===== src/ifsb_pkg.sv =====
// Purpose: Shared constants for the interrupt flag status bank
// Assumes: Classic Wishbone, 32-bit data, word aligned registers
// Notes:   Flag layouts follow natural vector order of the sources
package ifsb_pkg;
  // Register byte offsets
  localparam logic [3:0]  FLAGS0_OFS    = 4'h0;
  localparam logic [3:0]  FLAGS1_OFS    = 4'h4;
  localparam logic [3:0]  POLARITY_OFS  = 4'h8;
  localparam logic [3:0]  IRQ_MASK_OFS  = 4'hc;
  // Reset values
  localparam logic [15:0] FLAGS_RST     = 16'h0000;
  localparam logic [2:0]  POLARITY_RST  = 3'h0;
  localparam logic [15:0] MASK_RST      = 16'h0000;
  // Implemented bits: bit 15 of flags 0 and bit 2 of flags 1 absent
  localparam logic [15:0] FLAGS0_IMPL   = 16'h7fff;
  localparam logic [15:0] FLAGS1_IMPL   = 16'hfffb;
  // Flag 0 positions
  localparam int EXT_PIN_A_BIT   = 0;
  localparam int IN_CAP_A_BIT    = 1;
  localparam int OUT_CMP_A_BIT   = 2;
  localparam int TIMER_A_BIT     = 3;
  localparam int DMA_CH0_BIT     = 4;
  localparam int IN_CAP_B_BIT    = 5;
  localparam int OUT_CMP_B_BIT   = 6;
  localparam int TIMER_B_BIT     = 7;
  localparam int TIMER_C_BIT     = 8;
  localparam int SPI_FAULT_BIT   = 9;
  localparam int SPI_EVENT_BIT   = 10;
  localparam int UART_A_RX_BIT   = 11;
  localparam int UART_A_TX_BIT   = 12;
  localparam int ADC_A_BIT       = 13;
  localparam int DMA_CH1_BIT     = 14;
  // Flag 1 positions
  localparam int I2C_SLAVE_BIT   = 0;
  localparam int I2C_MASTER_BIT  = 1;
  localparam int CHANGE_BIT      = 3;
  localparam int EXT_PIN_B_BIT   = 4;
  localparam int ADC_B_BIT       = 5;
  localparam int IN_CAP_G_BIT    = 6;
  localparam int IN_CAP_H_BIT    = 7;
  localparam int DMA_CH2_BIT     = 8;
  localparam int OUT_CMP_C_BIT   = 9;
  localparam int OUT_CMP_D_BIT   = 10;
  localparam int TIMER_D_BIT     = 11;
  localparam int TIMER_E_BIT     = 12;
  localparam int EXT_PIN_C_BIT   = 13;
  localparam int UART_B_RX_BIT   = 14;
  localparam int UART_B_TX_BIT   = 15;
endpackage


===== src/ifsb_top.sv =====
// Purpose: Interrupt flag status bank, two flag registers on Wishbone
// Assumes: Peripheral requests are synchronous to core_clk; pins are not
// Notes:   Priority and vector logic live elsewhere; one mask word gates irq
//
// Local design decisions: the placing of the registers and the Wishbone slave port.
`timescale 1ns/100ps
`default_nettype none
module ifsb_top
  import ifsb_pkg::*;
(
  // Clock and reset
  input  wire logic        core_clk,
  input  wire logic        rst,
  // Wishbone slave
  input  wire logic        wb_cyc_i,
  input  wire logic        wb_stb_i,
  input  wire logic        wb_we_i,
  input  wire logic [3:0]  wb_adr_i,
  input  wire logic [3:0]  wb_sel_i,
  input  wire logic [31:0] wb_dat_i,
  output logic [31:0]      wb_dat_o,
  output logic             wb_ack_o,
  output logic             wb_err_o,
  // DMA requests
  input  wire logic        dma_ch0_req,
  input  wire logic        dma_ch1_req,
  input  wire logic        dma_ch2_req,
  // ADC requests
  input  wire logic        adc_a_req,
  input  wire logic        adc_b_req,
  // UART requests
  input  wire logic        uart_a_tx_req,
  input  wire logic        uart_a_rx_req,
  input  wire logic        uart_b_tx_req,
  input  wire logic        uart_b_rx_req,
  // SPI requests
  input  wire logic        spi_event_req,
  input  wire logic        spi_fault_req,
  // Timer requests
  input  wire logic        timer_a_req,
  input  wire logic        timer_b_req,
  input  wire logic        timer_c_req,
  input  wire logic        timer_d_req,
  input  wire logic        timer_e_req,
  // Output compare requests
  input  wire logic        out_compare_a_req,
  input  wire logic        out_compare_b_req,
  input  wire logic        out_compare_c_req,
  input  wire logic        out_compare_d_req,
  // Input capture requests
  input  wire logic        in_capture_a_req,
  input  wire logic        in_capture_b_req,
  input  wire logic        in_capture_g_req,
  input  wire logic        in_capture_h_req,
  // External interrupt pins, asynchronous
  input  wire logic        ext_pin_a,
  input  wire logic        ext_pin_b,
  input  wire logic        ext_pin_c,
  // Change notification and I2C
  input  wire logic        change_notify_req,
  input  wire logic        i2c_master_event_req,
  input  wire logic        i2c_slave_event_req,
  // Flags to priority logic and interrupt
  output logic [15:0]      interrupt_flags_0,
  output logic [15:0]      interrupt_flags_1,
  output logic             irq
);

  // Byte-lane merge of a 16-bit register, lanes 0 and 1 only
  // Lanes 2 and 3 carry nothing, so writes there are dropped
  function automatic logic [15:0] lane_merge(input logic [15:0] old_v,
                                             input logic [15:0] new_v,
                                             input logic [3:0]  sel);
    lane_merge = {sel[1] ? new_v[15:8] : old_v[15:8],
                  sel[0] ? new_v[7:0]  : old_v[7:0]};
  endfunction

  // Bus state
  logic        ack_r;        // Ack, one cycle per request
  logic        err_r;        // Error for unmapped address
  logic [31:0] rdata_r;      // Registered read data
  logic [2:0]  polarity_r;   // Pin edge polarity selects
  logic [15:0] mask_r;       // Interrupt mask over flags 0
  logic [15:0] mask1_r;      // Interrupt mask over flags 1
  logic [15:0] flags0;       // Flags 0 state
  logic [15:0] flags1;       // Flags 1 state

  // Decode, accept only when not already answering
  // A request is refused while its answer still stands
  wire req_go      = wb_cyc_i & wb_stb_i & ~ack_r & ~err_r;
  wire hit_flags0  = (wb_adr_i == FLAGS0_OFS);
  wire hit_flags1  = (wb_adr_i == FLAGS1_OFS);
  wire hit_pol     = (wb_adr_i == POLARITY_OFS);
  wire hit_mask    = (wb_adr_i == IRQ_MASK_OFS);
  wire hit_any     = hit_flags0 | hit_flags1 | hit_pol | hit_mask;
  wire wr_go       = req_go & wb_we_i & hit_any;
  wire wr_flags0   = wr_go & hit_flags0;
  wire wr_flags1   = wr_go & hit_flags1;

  // Write data after byte-lane merge
  wire [15:0] wdata0 = lane_merge(flags0, wb_dat_i[15:0], wb_sel_i);
  wire [15:0] wdata1 = lane_merge(flags1, wb_dat_i[15:0], wb_sel_i);

  // Pin edge pulses
  // Pins are asynchronous; each detector synchronises first
  logic pin_a_edge;
  logic pin_b_edge;
  logic pin_c_edge;

  ifsb_edge_detect u_pin_a (
    .core_clk    (core_clk),
    .rst         (rst),
    .pin_in      (ext_pin_a),
    .falling_sel (polarity_r[0]),
    .edge_pulse  (pin_a_edge)
  );
  ifsb_edge_detect u_pin_b (
    .core_clk    (core_clk),
    .rst         (rst),
    .pin_in      (ext_pin_b),
    .falling_sel (polarity_r[1]),
    .edge_pulse  (pin_b_edge)
  );
  ifsb_edge_detect u_pin_c (
    .core_clk    (core_clk),
    .rst         (rst),
    .pin_in      (ext_pin_c),
    .falling_sel (polarity_r[2]),
    .edge_pulse  (pin_c_edge)
  );

  // Source positions in vector order
  logic [15:0] set0;
  logic [15:0] set1;
  always_comb begin
    set0 = 16'h0000;
    set0[EXT_PIN_A_BIT]  = pin_a_edge;
    set0[IN_CAP_A_BIT]   = in_capture_a_req;
    set0[OUT_CMP_A_BIT]  = out_compare_a_req;
    set0[TIMER_A_BIT]    = timer_a_req;
    set0[DMA_CH0_BIT]    = dma_ch0_req;
    set0[IN_CAP_B_BIT]   = in_capture_b_req;
    set0[OUT_CMP_B_BIT]  = out_compare_b_req;
    set0[TIMER_B_BIT]    = timer_b_req;
    set0[TIMER_C_BIT]    = timer_c_req;
    set0[SPI_FAULT_BIT]  = spi_fault_req;
    set0[SPI_EVENT_BIT]  = spi_event_req;
    set0[UART_A_RX_BIT]  = uart_a_rx_req;
    set0[UART_A_TX_BIT]  = uart_a_tx_req;
    set0[ADC_A_BIT]      = adc_a_req;
    set0[DMA_CH1_BIT]    = dma_ch1_req;
    set1 = 16'h0000;
    set1[I2C_SLAVE_BIT]  = i2c_slave_event_req;
    set1[I2C_MASTER_BIT] = i2c_master_event_req;
    set1[CHANGE_BIT]     = change_notify_req;
    set1[EXT_PIN_B_BIT]  = pin_b_edge;
    set1[ADC_B_BIT]      = adc_b_req;
    set1[IN_CAP_G_BIT]   = in_capture_g_req;
    set1[IN_CAP_H_BIT]   = in_capture_h_req;
    set1[DMA_CH2_BIT]    = dma_ch2_req;
    set1[OUT_CMP_C_BIT]  = out_compare_c_req;
    set1[OUT_CMP_D_BIT]  = out_compare_d_req;
    set1[TIMER_D_BIT]    = timer_d_req;
    set1[TIMER_E_BIT]    = timer_e_req;
    set1[EXT_PIN_C_BIT]  = pin_c_edge;
    set1[UART_B_RX_BIT]  = uart_b_rx_req;
    set1[UART_B_TX_BIT]  = uart_b_tx_req;
  end

  // Flag registers
  // A source request wins over a clearing write in one cycle
  ifsb_flag_reg u_flags0 (
    .core_clk  (core_clk),
    .rst       (rst),
    .set_req   (set0),
    .wr_en     (wr_flags0),
    .wr_data   (wdata0),
    .impl_mask (FLAGS0_IMPL),
    .flags     (flags0)
  );
  ifsb_flag_reg u_flags1 (
    .core_clk  (core_clk),
    .rst       (rst),
    .set_req   (set1),
    .wr_en     (wr_flags1),
    .wr_data   (wdata1),
    .impl_mask (FLAGS1_IMPL),
    .flags     (flags1)
  );

  // Read mux, upper bits zero
  wire [15:0] rd_mux = hit_flags0 ? flags0 :
                       hit_flags1 ? flags1 :
                       hit_pol    ? {13'h0, polarity_r} :
                       hit_mask   ? mask_r : 16'h0000;

  // Bus answer: one cycle after request, dropped next cycle
  // Read data is zero outside a read answer
  always_ff @(posedge core_clk) begin
    if (rst) begin
      ack_r   <= 1'b0;
      err_r   <= 1'b0;
      rdata_r <= 32'h0000_0000;
    end else begin
      ack_r   <= req_go & hit_any;
      err_r   <= req_go & ~hit_any;
      rdata_r <= (req_go & ~wb_we_i) ? {16'h0000, rd_mux} : 32'h0000_0000;
    end
  end

  // Control registers: polarity and mask
  always_ff @(posedge core_clk) begin
    if (rst) begin
      polarity_r <= POLARITY_RST;
      mask_r     <= MASK_RST;
    end else begin
      if (wr_go & hit_pol & wb_sel_i[0]) begin
        polarity_r <= wb_dat_i[2:0];
      end
      if (wr_go & hit_mask) begin
        mask_r <= lane_merge(mask_r, wb_dat_i[15:0], wb_sel_i);
      end
    end
  end

  // Mask applies to all 16 bits of flags 0 and to flags 1 via the same word
  assign mask1_r = mask_r;

  assign wb_ack_o          = ack_r;
  assign wb_err_o          = err_r;
  assign wb_dat_o          = rdata_r;
  assign interrupt_flags_0 = flags0;
  assign interrupt_flags_1 = flags1;
  // Level interrupt, held until software clears the flag
  assign irq = |(flags0 & mask_r) | |(flags1 & mask1_r);
endmodule
`default_nettype wire


===== src/ifsb_edge_detect.sv =====
// Purpose: Synchronise one external pin and detect the selected edge
// Assumes: Pin is asynchronous to core_clk
// Notes:   Pulse is one cycle, two edges after the pin moves
`timescale 1ns/100ps
`default_nettype none
module ifsb_edge_detect
  import ifsb_pkg::*;
(
  // Clock and reset
  input  wire logic core_clk,
  input  wire logic rst,
  // Pin and polarity
  input  wire logic pin_in,
  input  wire logic falling_sel,
  // Result
  output logic      edge_pulse
);
  logic sync1_r;  // First stage, read only by sync2_r and the edge assertions
  logic sync2_r;  // Second stage
  logic last_r;   // Previous synchronised level

  // Two-stage synchroniser and history
  always_ff @(posedge core_clk) begin
    if (rst) begin
      sync1_r <= 1'b0;
      sync2_r <= 1'b0;
      last_r  <= 1'b0;
    end else begin
      sync1_r <= pin_in;
      sync2_r <= sync1_r;
      last_r  <= sync2_r;
    end
  end

  // Falling when select is 1, rising when 0
  assign edge_pulse = falling_sel ? (last_r & ~sync2_r) : (~last_r & sync2_r);
endmodule
`default_nettype wire


===== src/ifsb_flag_reg.sv =====
// Purpose: One 16-bit sticky flag register with software access
// Assumes: Requests are single-cycle or level, same clock domain
// Notes:   Hardware set wins over software clear in the same cycle
`timescale 1ns/100ps
`default_nettype none
module ifsb_flag_reg
  import ifsb_pkg::*;
(
  // Clock and reset
  input  wire logic        core_clk,
  input  wire logic        rst,
  // Source requests and software write
  input  wire logic [15:0] set_req,
  input  wire logic        wr_en,
  input  wire logic [15:0] wr_data,
  input  wire logic [15:0] impl_mask,
  // Flag state
  output logic [15:0]      flags
);
  logic [15:0] flags_r;    // Stored flags
  logic [15:0] flags_nxt;  // Next flags

  // Write replaces stored value; requests then OR in on top
  assign flags_nxt = ((wr_en ? wr_data : flags_r) | set_req) & impl_mask;

  // Flags clear at reset
  always_ff @(posedge core_clk) begin
    if (rst) begin
      flags_r <= FLAGS_RST;
    end else begin
      flags_r <= flags_nxt;
    end
  end

  assign flags = flags_r;
endmodule
`default_nettype wire


===== config.mk =====
export PLATFORM = sky130hd
export DESIGN_NAME = ifsb_top
export DESIGN_NICKNAME = d
export VERILOG_FILES = /design/src/ifsb_pkg.sv /design/src/ifsb_top.sv /design/src/ifsb_edge_detect.sv /design/src/ifsb_flag_reg.sv
export SDC_FILE = /design/constraint.sdc
export NUM_CORES = 1
export LEC_CHECK = 0
export ABC_CLOCK_PERIOD_IN_PS = 2000
export BUFFER_PORTS_ARGS = -buffer_cell sky130_fd_sc_hd__buf_2
export CORE_MARGIN = 2
export CORE_UTILIZATION = 47
export CTS_CLUSTER_DIAMETER = 80
export CTS_CLUSTER_SIZE = 40
export DETAILED_ROUTE_END_ITERATION = 7
export GPL_TIMING_DRIVEN = 0
export PLACE_DENSITY = 0.77
export SYNTH_ARGS = -nofsm -noshare
export SYNTH_HDL_FRONTEND = slang
export SYNTH_SLANG_ARGS = --single-unit

===== constraint.sdc =====
create_clock -name core_clk -period 2 [get_ports core_clk]
set_clock_uncertainty 0.2 [all_clocks]
set_input_delay 0.3 -clock core_clk [delete_from_list [all_inputs] [get_ports core_clk]]
set_output_delay 0.3 -clock core_clk [all_outputs]
set_load 0.02 [all_outputs]

[After elaboration in Yosys (flattened, before gate mapping)]
Cells that the tools add are included.
Storage, ports and cells
  register bits: 93
  input port bits: 75
  word-level logic and storage cells: 79
Cells by class
  equality and inequality tests: 3
  mux-type cells: 13
  bitwise logic cells: 38
  reductions and logical operators: 6
Operators with widths (count)
  $mux 16: 5
  $reduce_or 16->1: 2
  $mux 8: 3
  $and 1x1->1: 19
  $and 15x16->16: 1
  $and 16x16->16: 1
  $or 16x16->16: 1
  $mux 15: 1
  $or 15x15->15: 1
  $not 1->1: 11
  $eq 4x4->1 const B: 2
  $mux 7: 1
  $eq 4x3->1 const B: 1
  $logic_not 4->1: 1
  $or 1x1->1: 4
  $reduce_and 2->1: 2
  $mux 1: 3
  $reduce_or 2->1: 1

[Depth between registers and ports, before layout]
Gate-level depths: netlist of the first run.
  depth after elaboration: 8
  gate-level depth with buffers: 6
  depth with buffers taken out: 4

[Cells and area by module]
A second synthesis of the first run with hierarchy kept.
Unflattened totals
  cell total of the unflattened synthesis: 506
  area, all modules: 4137.7 um^2
Modules (own cells, without submodules)
  ifsb_top: times used 1, cells an instance 313, area an instance 2322.2 um^2, seq. area each 740.7 um^2
  ifsb_flag_reg: times used 2, cells an instance 83, area an instance 755.7 um^2, seq. area each 320.3 um^2
  ifsb_edge_detect: times used 3, cells an instance 9, area an instance 101.3 um^2, seq. area each 60.1 um^2

[Least setup slack after synthesis of the first run]
Ideal clock, no wire load.
  kind: register -> register
  start: register err_r (netlist: wb_err_o)
  end: register rdata_r[10] (netlist: wb_dat_o[10])
  library setup time: 73 ps
  arrival: 1455 ps
  setup slack: 272 ps
  stages on the path, launching flop included: 7
  cells stage by stage: dfxtp_1 > and4bb_2 > nand2_1 > or3_1 > buf_2 > buf_6 > nor3_2
On the way
  longest elaborated chain between the ends: 5
Ends and longest elaborated chain
  start, declared: RTL line ifsb_top.sv:80  | logic err_r;
  start signal, assigned: RTL line ifsb_top.sv:206  | err_r <= req_go & ~hit_any;
  $not 1->1: RTL line ifsb_top.sv:90  | wire req_go = wb_cyc_i & wb_stb_i & ~ack_r & ~err_r;
  $and 1x1->1: RTL line ifsb_top.sv:90
  $and 1x1->1: RTL line ifsb_top.sv:207  | rdata_r <= (req_go & ~wb_we_i) ? {16'h0000, rd_mux} : 32'h0000_0000;
  $not 1->1 (no source line)
  $reduce_or 2->1 (no source line)
  end signal, assigned: RTL line ifsb_top.sv:207
  end, declared: RTL line ifsb_top.sv:81  | logic [31:0] rdata_r;
No other way between the ends.
A chain may end at the register's enable or synchronous reset.

[Worst setup path after layout of the first run]
  start: register u_flags0.flags_r[0] (netlist: u_flags0.flags[0])
  end: output port irq
On the way
  longest elaborated chain between the ends: 3
Ends and longest elaborated chain
  start, declared: RTL line ifsb_flag_reg.sv:20  | logic [15:0] flags_r;
  start signal, assigned: RTL line ifsb_flag_reg.sv:31  | flags_r <= flags_nxt;
  $and 15x16->16: RTL line ifsb_top.sv:235  | assign irq = |(flags0 & mask_r) | |(flags1 & mask1_r);
  $reduce_or 16->1: RTL line ifsb_top.sv:235
  $or 1x1->1: RTL line ifsb_top.sv:235
  end, declared: RTL line ifsb_top.sv:66  | output logic irq
No other way between the ends.

==> results.sh, run 1 <==
export IMPL_die_w_um=87.72
export IMPL_worstSetupPathType="reg2out"
export IMPL_postLayoutCellArea_um2=4252
export IMPL_fin_crit_sh=0.9733
export IMPL_cts_tree="yes"
export IMPL_clock_latency_ps=340
export IMPL_final_max_slew_viol_count=0
export IMPL_async_reset_ff_frac=0
export IMPL_hold_path_class="in2reg"
export IMPL_antenna_found_initial=0
export IMPL_outcome="completed"
export IMPL_tightest_slew_ps=641.8
export IMPL_clk_pin_slew_worst_paths_ps=80
export IMPL_wl_um=9017
export IMPL_path_buf_inv=1
export IMPL_fmax_mhz=513.7
export IMPL_reg2reg_slack_ps=140
export IMPL_path_depth=5
export IMPL_grt_pass1_vias=2915
export IMPL_clk_path_buf_depth=2
export IMPL_setup_viol=0
export IMPL_powerDensity_nw_per_um2=754.0
export IMPL_drive_above_1_share=0.3340
export IMPL_netlist_area_um2=3294
export IMPL_start_util=0.4849
export IMPL_viasPerCell=5.078
export IMPL_synth_commonest_cells="dfxtp_1, nor2_1, a21oi_1"
export IMPL_crit_path_top_delay_cell="dfxtp_1"
export IMPL_drt_first_pass_iters=4
export IMPL_via_count=3118
export IMPL_path_max_fanout=4
export IMPL_startpoint_type="register"
export IMPL_reg2reg_depth=6
export IMPL_io_buffers=104
export IMPL_drt_iter0_drc=175
export IMPL_seq_area_frac_synth=0.4618
export IMPL_h_tree_depth=3
export IMPL_syn_avg_cell_area_um2=8.715
export IMPL_path_delay_family="simple AND/OR/NAND/NOR gates"
export IMPL_syn_to_final_growth_pct=29.05
export IMPL_synth_edff_count=0
export IMPL_hpwl_um=6604
export IMPL_worst_setup_path_end_kind="output port"
export IMPL_required_ps=1500
export IMPL_hold_viol_final=0
export IMPL_synth_area_top_cells="dfxtp_1, a21oi_1, mux2i_1"
export IMPL_ys_types=34
export IMPL_arrival_ps=1450
export IMPL_postPlaceCellArea_um2=3999
export IMPL_cts_setup_buffers=0
export IMPL_grt_max_degree=14
export IMPL_fin_nets=588
export IMPL_hold_depth=3
export IMPL_wl_per_cell_um=14.69
export IMPL_critPathMostFrequentCell="nand2_1"
export IMPL_cap_violations=0
export IMPL_slowest_delay_ps=360
export IMPL_core_um2=6794
export IMPL_hold_ws_ps=18.62
export IMPL_yosys_warnings=0
export IMPL_io_pins=142
export IMPL_synth_most_common_cell="dfxtp_1"
export IMPL_slew_limit_headroom=0.5721
export IMPL_overflow=0
export IMPL_synth_seq_cells=76
export IMPL_irDropWorstVdd_mv=0.3543
export IMPL_cellLeakagePower_nw=2.073
export IMPL_drc_errors=0
export IMPL_gp_congestion=0.8770
export IMPL_numCtsBuffers=9
export IMPL_period_minus_slack_ps=1947
export IMPL_cts_sinks=76
export IMPL_die_area_um2=7695
export IMPL_yosysTopAreaCellShare=0.4618
export IMPL_syn_inst=378
export IMPL_insertedDiodeCount=0
export IMPL_synth_ff_type="dfxtp_1"
export IMPL_yosys_area_top_type="dfxtp_1"
export IMPL_rows=30
export IMPL_cp_cell_sequence="o21ai_2, nand2_1, nor3_2, nand2_1, buf_2"
export IMPL_drtAntennaViolNets=0
export IMPL_clockRootBuffer="clkbuf_8"
export IMPL_n_fill_cell=586
export IMPL_fp_dieH_um=87.72
export IMPL_grt_total_usage=0.2338
export IMPL_grt_pass1_wl_um=13660
[logic make-up (layout without fill, tap and decap cells)]
group / Yosys count / count (layout) / share of synthesized area
AND/OR/NAND/NOR: 148 / 148 / 0.2385
AO/OA/AOI/OAI: 77 / 77 / 0.1288
flip-flops: 76 / 76 / 0.4618
buffers and inverters: 51 / 174 / 0.08583
multiplexers: 25 / 25 / 0.08393
other: 1 / 18 / 0.001138
[final timing paths]
kind | start | endpoint
min | dma_ch1_req | u_flags0.flags[14]
min reg2reg | u_pin_c.sync1_r | u_pin_c.sync2_r
max | u_flags0.flags[0] | irq
max reg2reg | wb_ack_o | u_flags1.flags[14]
[area by class of cell]
class,count,area (um2),area share
Buffer,39,237.7,0.05592
Clock buffer,10,137.6,0.03237
Clock inverter,6,63.81,0.01501
Inverter,12,45.04,0.01059
Multi-Input combinational cell,268,1574,0.3702
Sequential cell,76,1523,0.3582
Tap cell,96,120.1,0.02825
Timing Repair Buffer,107,550.5,0.1295
[registers in the layout, indices dropped and copies added, names as in the netlist, 3 cells and up]
signal          flops
mask1_r            16
polarity_r          3
u_flags0.flags     15
u_flags1.flags     15
wb_dat_o           16
[timing repair]
item,4_1_cts,5_1_grt
gates resized for setup,2,13
hold endpoints to repair,3,0
endpoints found under the setup margin,1,1
hold buffers,3,0
pin swaps,0,3
[worst min-delay path, cell delays in order]
cell,delay (ps)
buf_2,80
a21oi_1,30
a21oi_1,120
[layout by cell type (no fill, tap or decap), drive strengths merged, types with 3 or more instances in the layout]
cell type,n
inv,12
conb,18
and2,3
nand2,19
a21oi,47
buf,132
nand4,4
nor2,55
a211oi,13
clkinv,3
dlygate4sd3,3
clkbuf,21
mux2i,22
nor3,41
dfxtp,76
nand3,5
nor2b,12
o21ai,14
[per-stage QoR]
stage               cells  power [W]  TNS, ps  worst slack [ps]    util
CTS                   614   0.003212        0             12.00  0.6227
global route          614   0.003326   -8.573            -8.573  0.6258
global placement      595   0.002043        0             40.84  0.5886
finish                614   0.003206        0             53.31  0.6258
detailed placement    595   0.002053        0             23.06  0.5886
floorplan             395   0.001889        0             272.0       -
[metal layers]
| layer | track usage | share of wire | routed length, um | vias up |
|---|---|---|---|---|
| li1 | - | - | - | 1542 |
| met1 | 0.2875 | 0.42 | 3795 | 1425 |
| met2 | 0.4001 | 0.48 | 4339 | 135 |
| met3 | 0.03864 | 0.074 | 667 | 16 |
| met4 | 0.1077 | 0.024 | 215 | 0 |
| met5 | 0 | 0 | 0 | - |
[power by group]
part           leakage [nW]  switching, W  total, W  internal, W
Clock                0.0983      0.000567   0.00117     0.000608
Combinational          1.35      0.000249  0.000413     0.000164
Sequential            0.623     0.0000527   0.00162      0.00157
Total                  2.07      0.000868   0.00321      0.00234
Note: power is estimated with default switching activity, not from simulation.
==> inputs of run 2 (changes only) <==
--- a/config.mk
+++ b/config.mk
@@ -13,6 +13,7 @@
 export CTS_CLUSTER_SIZE = 40
 export DETAILED_ROUTE_END_ITERATION = 7
 export GPL_TIMING_DRIVEN = 0
+export MAX_ROUTING_LAYER = met4
 export PLACE_DENSITY = 0.77
 export SYNTH_ARGS = -nofsm -noshare
 export SYNTH_HDL_FRONTEND = slang
==> run 2 against run 1 <==
Register-to-register slack barely moved; combinational power about the same; sequential power about the same; global-route usage increased by 0.73 points; clock-buffer cell count is the same; first-iteration DRC count decreased by 5.1%; utilization stayed put; largest cell class unchanged.
==> results.sh, run 2 (synthesis results as in run 1) <==
export IMPL_reg2reg_slack_ps=130
export IMPL_core_um2=6794
export IMPL_drtAntennaViolNets=0
export IMPL_grt_pass1_wl_um=13670
export IMPL_cts_tree="yes"
export IMPL_clk_path_buf_depth=2
export IMPL_grtUsageMet3=0.03676
export IMPL_io_buffers=104
export IMPL_multi_input_area_um2=1574
export IMPL_rows=30
export IMPL_fmax_mhz=512.3
export IMPL_setup_viol=0
export IMPL_hold_viol_final=0
export IMPL_worst_slack_ps=48.11
export IMPL_slowest_delay_ps=360
export IMPL_cts_sinks=76
export IMPL_irDropWorstVdd_mv=0.3549
export IMPL_met1_usage=0.2886
export IMPL_postPlaceCellArea_um2=3999
export IMPL_hold_start="timer_c_req"
export IMPL_n_fill_cell=586
export IMPL_drc_errors=0
export IMPL_numCtsBuffers=9
export IMPL_hold_path_class="in2reg"
export IMPL_h_tree_depth=3
export IMPL_clockRootBuffer="clkbuf_8"
export IMPL_gr_max_usage_layer="met2"
export IMPL_tightest_slew_ps=649.4
export IMPL_slew_limit_headroom=0.5671
export IMPL_reg2reg_depth=6
export IMPL_fp_dieH_um=87.72
export IMPL_startpoint_type="register"
export IMPL_syn_to_final_growth_pct=29.05
export IMPL_setup_tns_ps=0
export IMPL_powerDensity_nw_per_um2=753.6
export IMPL_clk_pin_slew_worst_paths_ps=80
export IMPL_die_w_um=87.72
export IMPL_wl_per_cell_um=14.65
export IMPL_insertedDiodeCount=0
export IMPL_critPathMostFrequentCell="nand2_1"
export IMPL_outcome="completed"
export IMPL_overflow=0
export IMPL_stdcell_count=614
export IMPL_die_area_um2=7695
export IMPL_path_max_fanout=4
export IMPL_wl_um=8993
export IMPL_clock_latency_ps=340
export IMPL_drive_above_1_share=0.3340
export IMPL_period_minus_slack_ps=1952
export IMPL_grt_total_usage=0.2411
export IMPL_final_cell_mix="buf_2, dfxtp_1, nor2_1"
export IMPL_crit_path_top_delay_cell="dfxtp_1"
export IMPL_layout_commonest_cell="buf_2"
export IMPL_hold_depth=3
export IMPL_postLayoutCellArea_um2=4252
export IMPL_regArea_um2=1523
export IMPL_fin_nets=588
export IMPL_final_max_slew_viol_count=0
export IMPL_dp_cells=595
export IMPL_cp_cell_sequence="o21ai_2, nand2_1, nor3_2, nand2_1, buf_2"
export IMPL_gp_congestion=0.8914
export IMPL_hpwl_um=6604
export IMPL_fin_crit_sh=0.9759
export IMPL_viasPerCell=5.094
export IMPL_worstSetupPathType="reg2out"
export IMPL_cap_violations=0
export IMPL_cellLeakagePower_nw=2.073
export IMPL_grt_max_degree=14
export IMPL_via_count=3128
export IMPL_required_ps=1500
export IMPL_arrival_ps=1450
export IMPL_grt_pass1_vias=2914
export IMPL_drt_first_pass_iters=4
export IMPL_io_pins=142
export IMPL_grt_use_met2=0.4001
export IMPL_worst_setup_path_end_kind="output port"
export IMPL_dp_slack_ps=23.06
export IMPL_whs_endpoint="u_flags0.flags[8]"
export IMPL_design_power_total_w=0.003204
export IMPL_reg2reg_to="u_flags1.flags[14]"
export IMPL_drt_iter0_drc=166
export IMPL_start_util=0.4849
export IMPL_antenna_found_initial=0
export IMPL_timing_rr_start="wb_ack_o"
run 2: stage by stage:
stage	utilization	hold WS (ps)
after global placement	0.5886	221.6
after floorplan	-	213.8
final	0.6258	17.96
after detailed placement	0.5886	223.7
after CTS	0.6227	8.232
after global routing	0.6258	32.69
run 2: layout make-up:
class                      instances  share of cell area
buffer                            39             0.05592
clock buffer                      10             0.03237
clock inverter                     6             0.01501
inverter                          12             0.01059
multi-input combinational        268              0.3702
sequential                        76              0.3582
tap                               96             0.02825
timing repair buffer             107              0.1295
run 2: where the power goes:
part	internal (W)	switching (W)	total (W)
Clock	0.000608	0.000565	0.00117
Sequential	0.00157	0.0000523	0.00162
Combinational	0.000164	0.000249	0.000413
run 2: per-layer routing:
metal / up-vias / share of wire
met3: 16 / 0.075
met2: 135 / 0.48
met4: 0 / 0.021
met5: - / 0
met1: 1436 / 0.42
li1: 1541 / -
run 2: how the worst max path moves through the flow:
stage	start	end	slack (ps)	cells after the start
after CTS	u_flags0.flags[12]	irq	10	5
after global placement	wb_adr_i[1]	u_flags0.flags[12]	40	6
after floorplan	wb_err_o	wb_dat_o[10]	270	6
after global routing	u_flags0.flags[0]	irq	-9	5
after detailed placement	wb_adr_i[1]	u_flags0.flags[11]	20	6
final	u_flags0.flags[0]	irq	50	5
run 2: critical path, delay by kind of cell (launching register included):
kind                   cells  cell delay [ps]
flip-flops                 1              360
AO/OA/AOI/OAI              1              200
AND/OR/NAND/NOR            3              380
buffers and inverters      1              170
run 2: what timing repair did:
item	CTS	global route
hold endpoints to repair	3	0
hold buffers	3	0
pin swaps	0	3
endpoints found under the setup margin	1	1
setup buffers	0	0
gates resized for setup	2	13
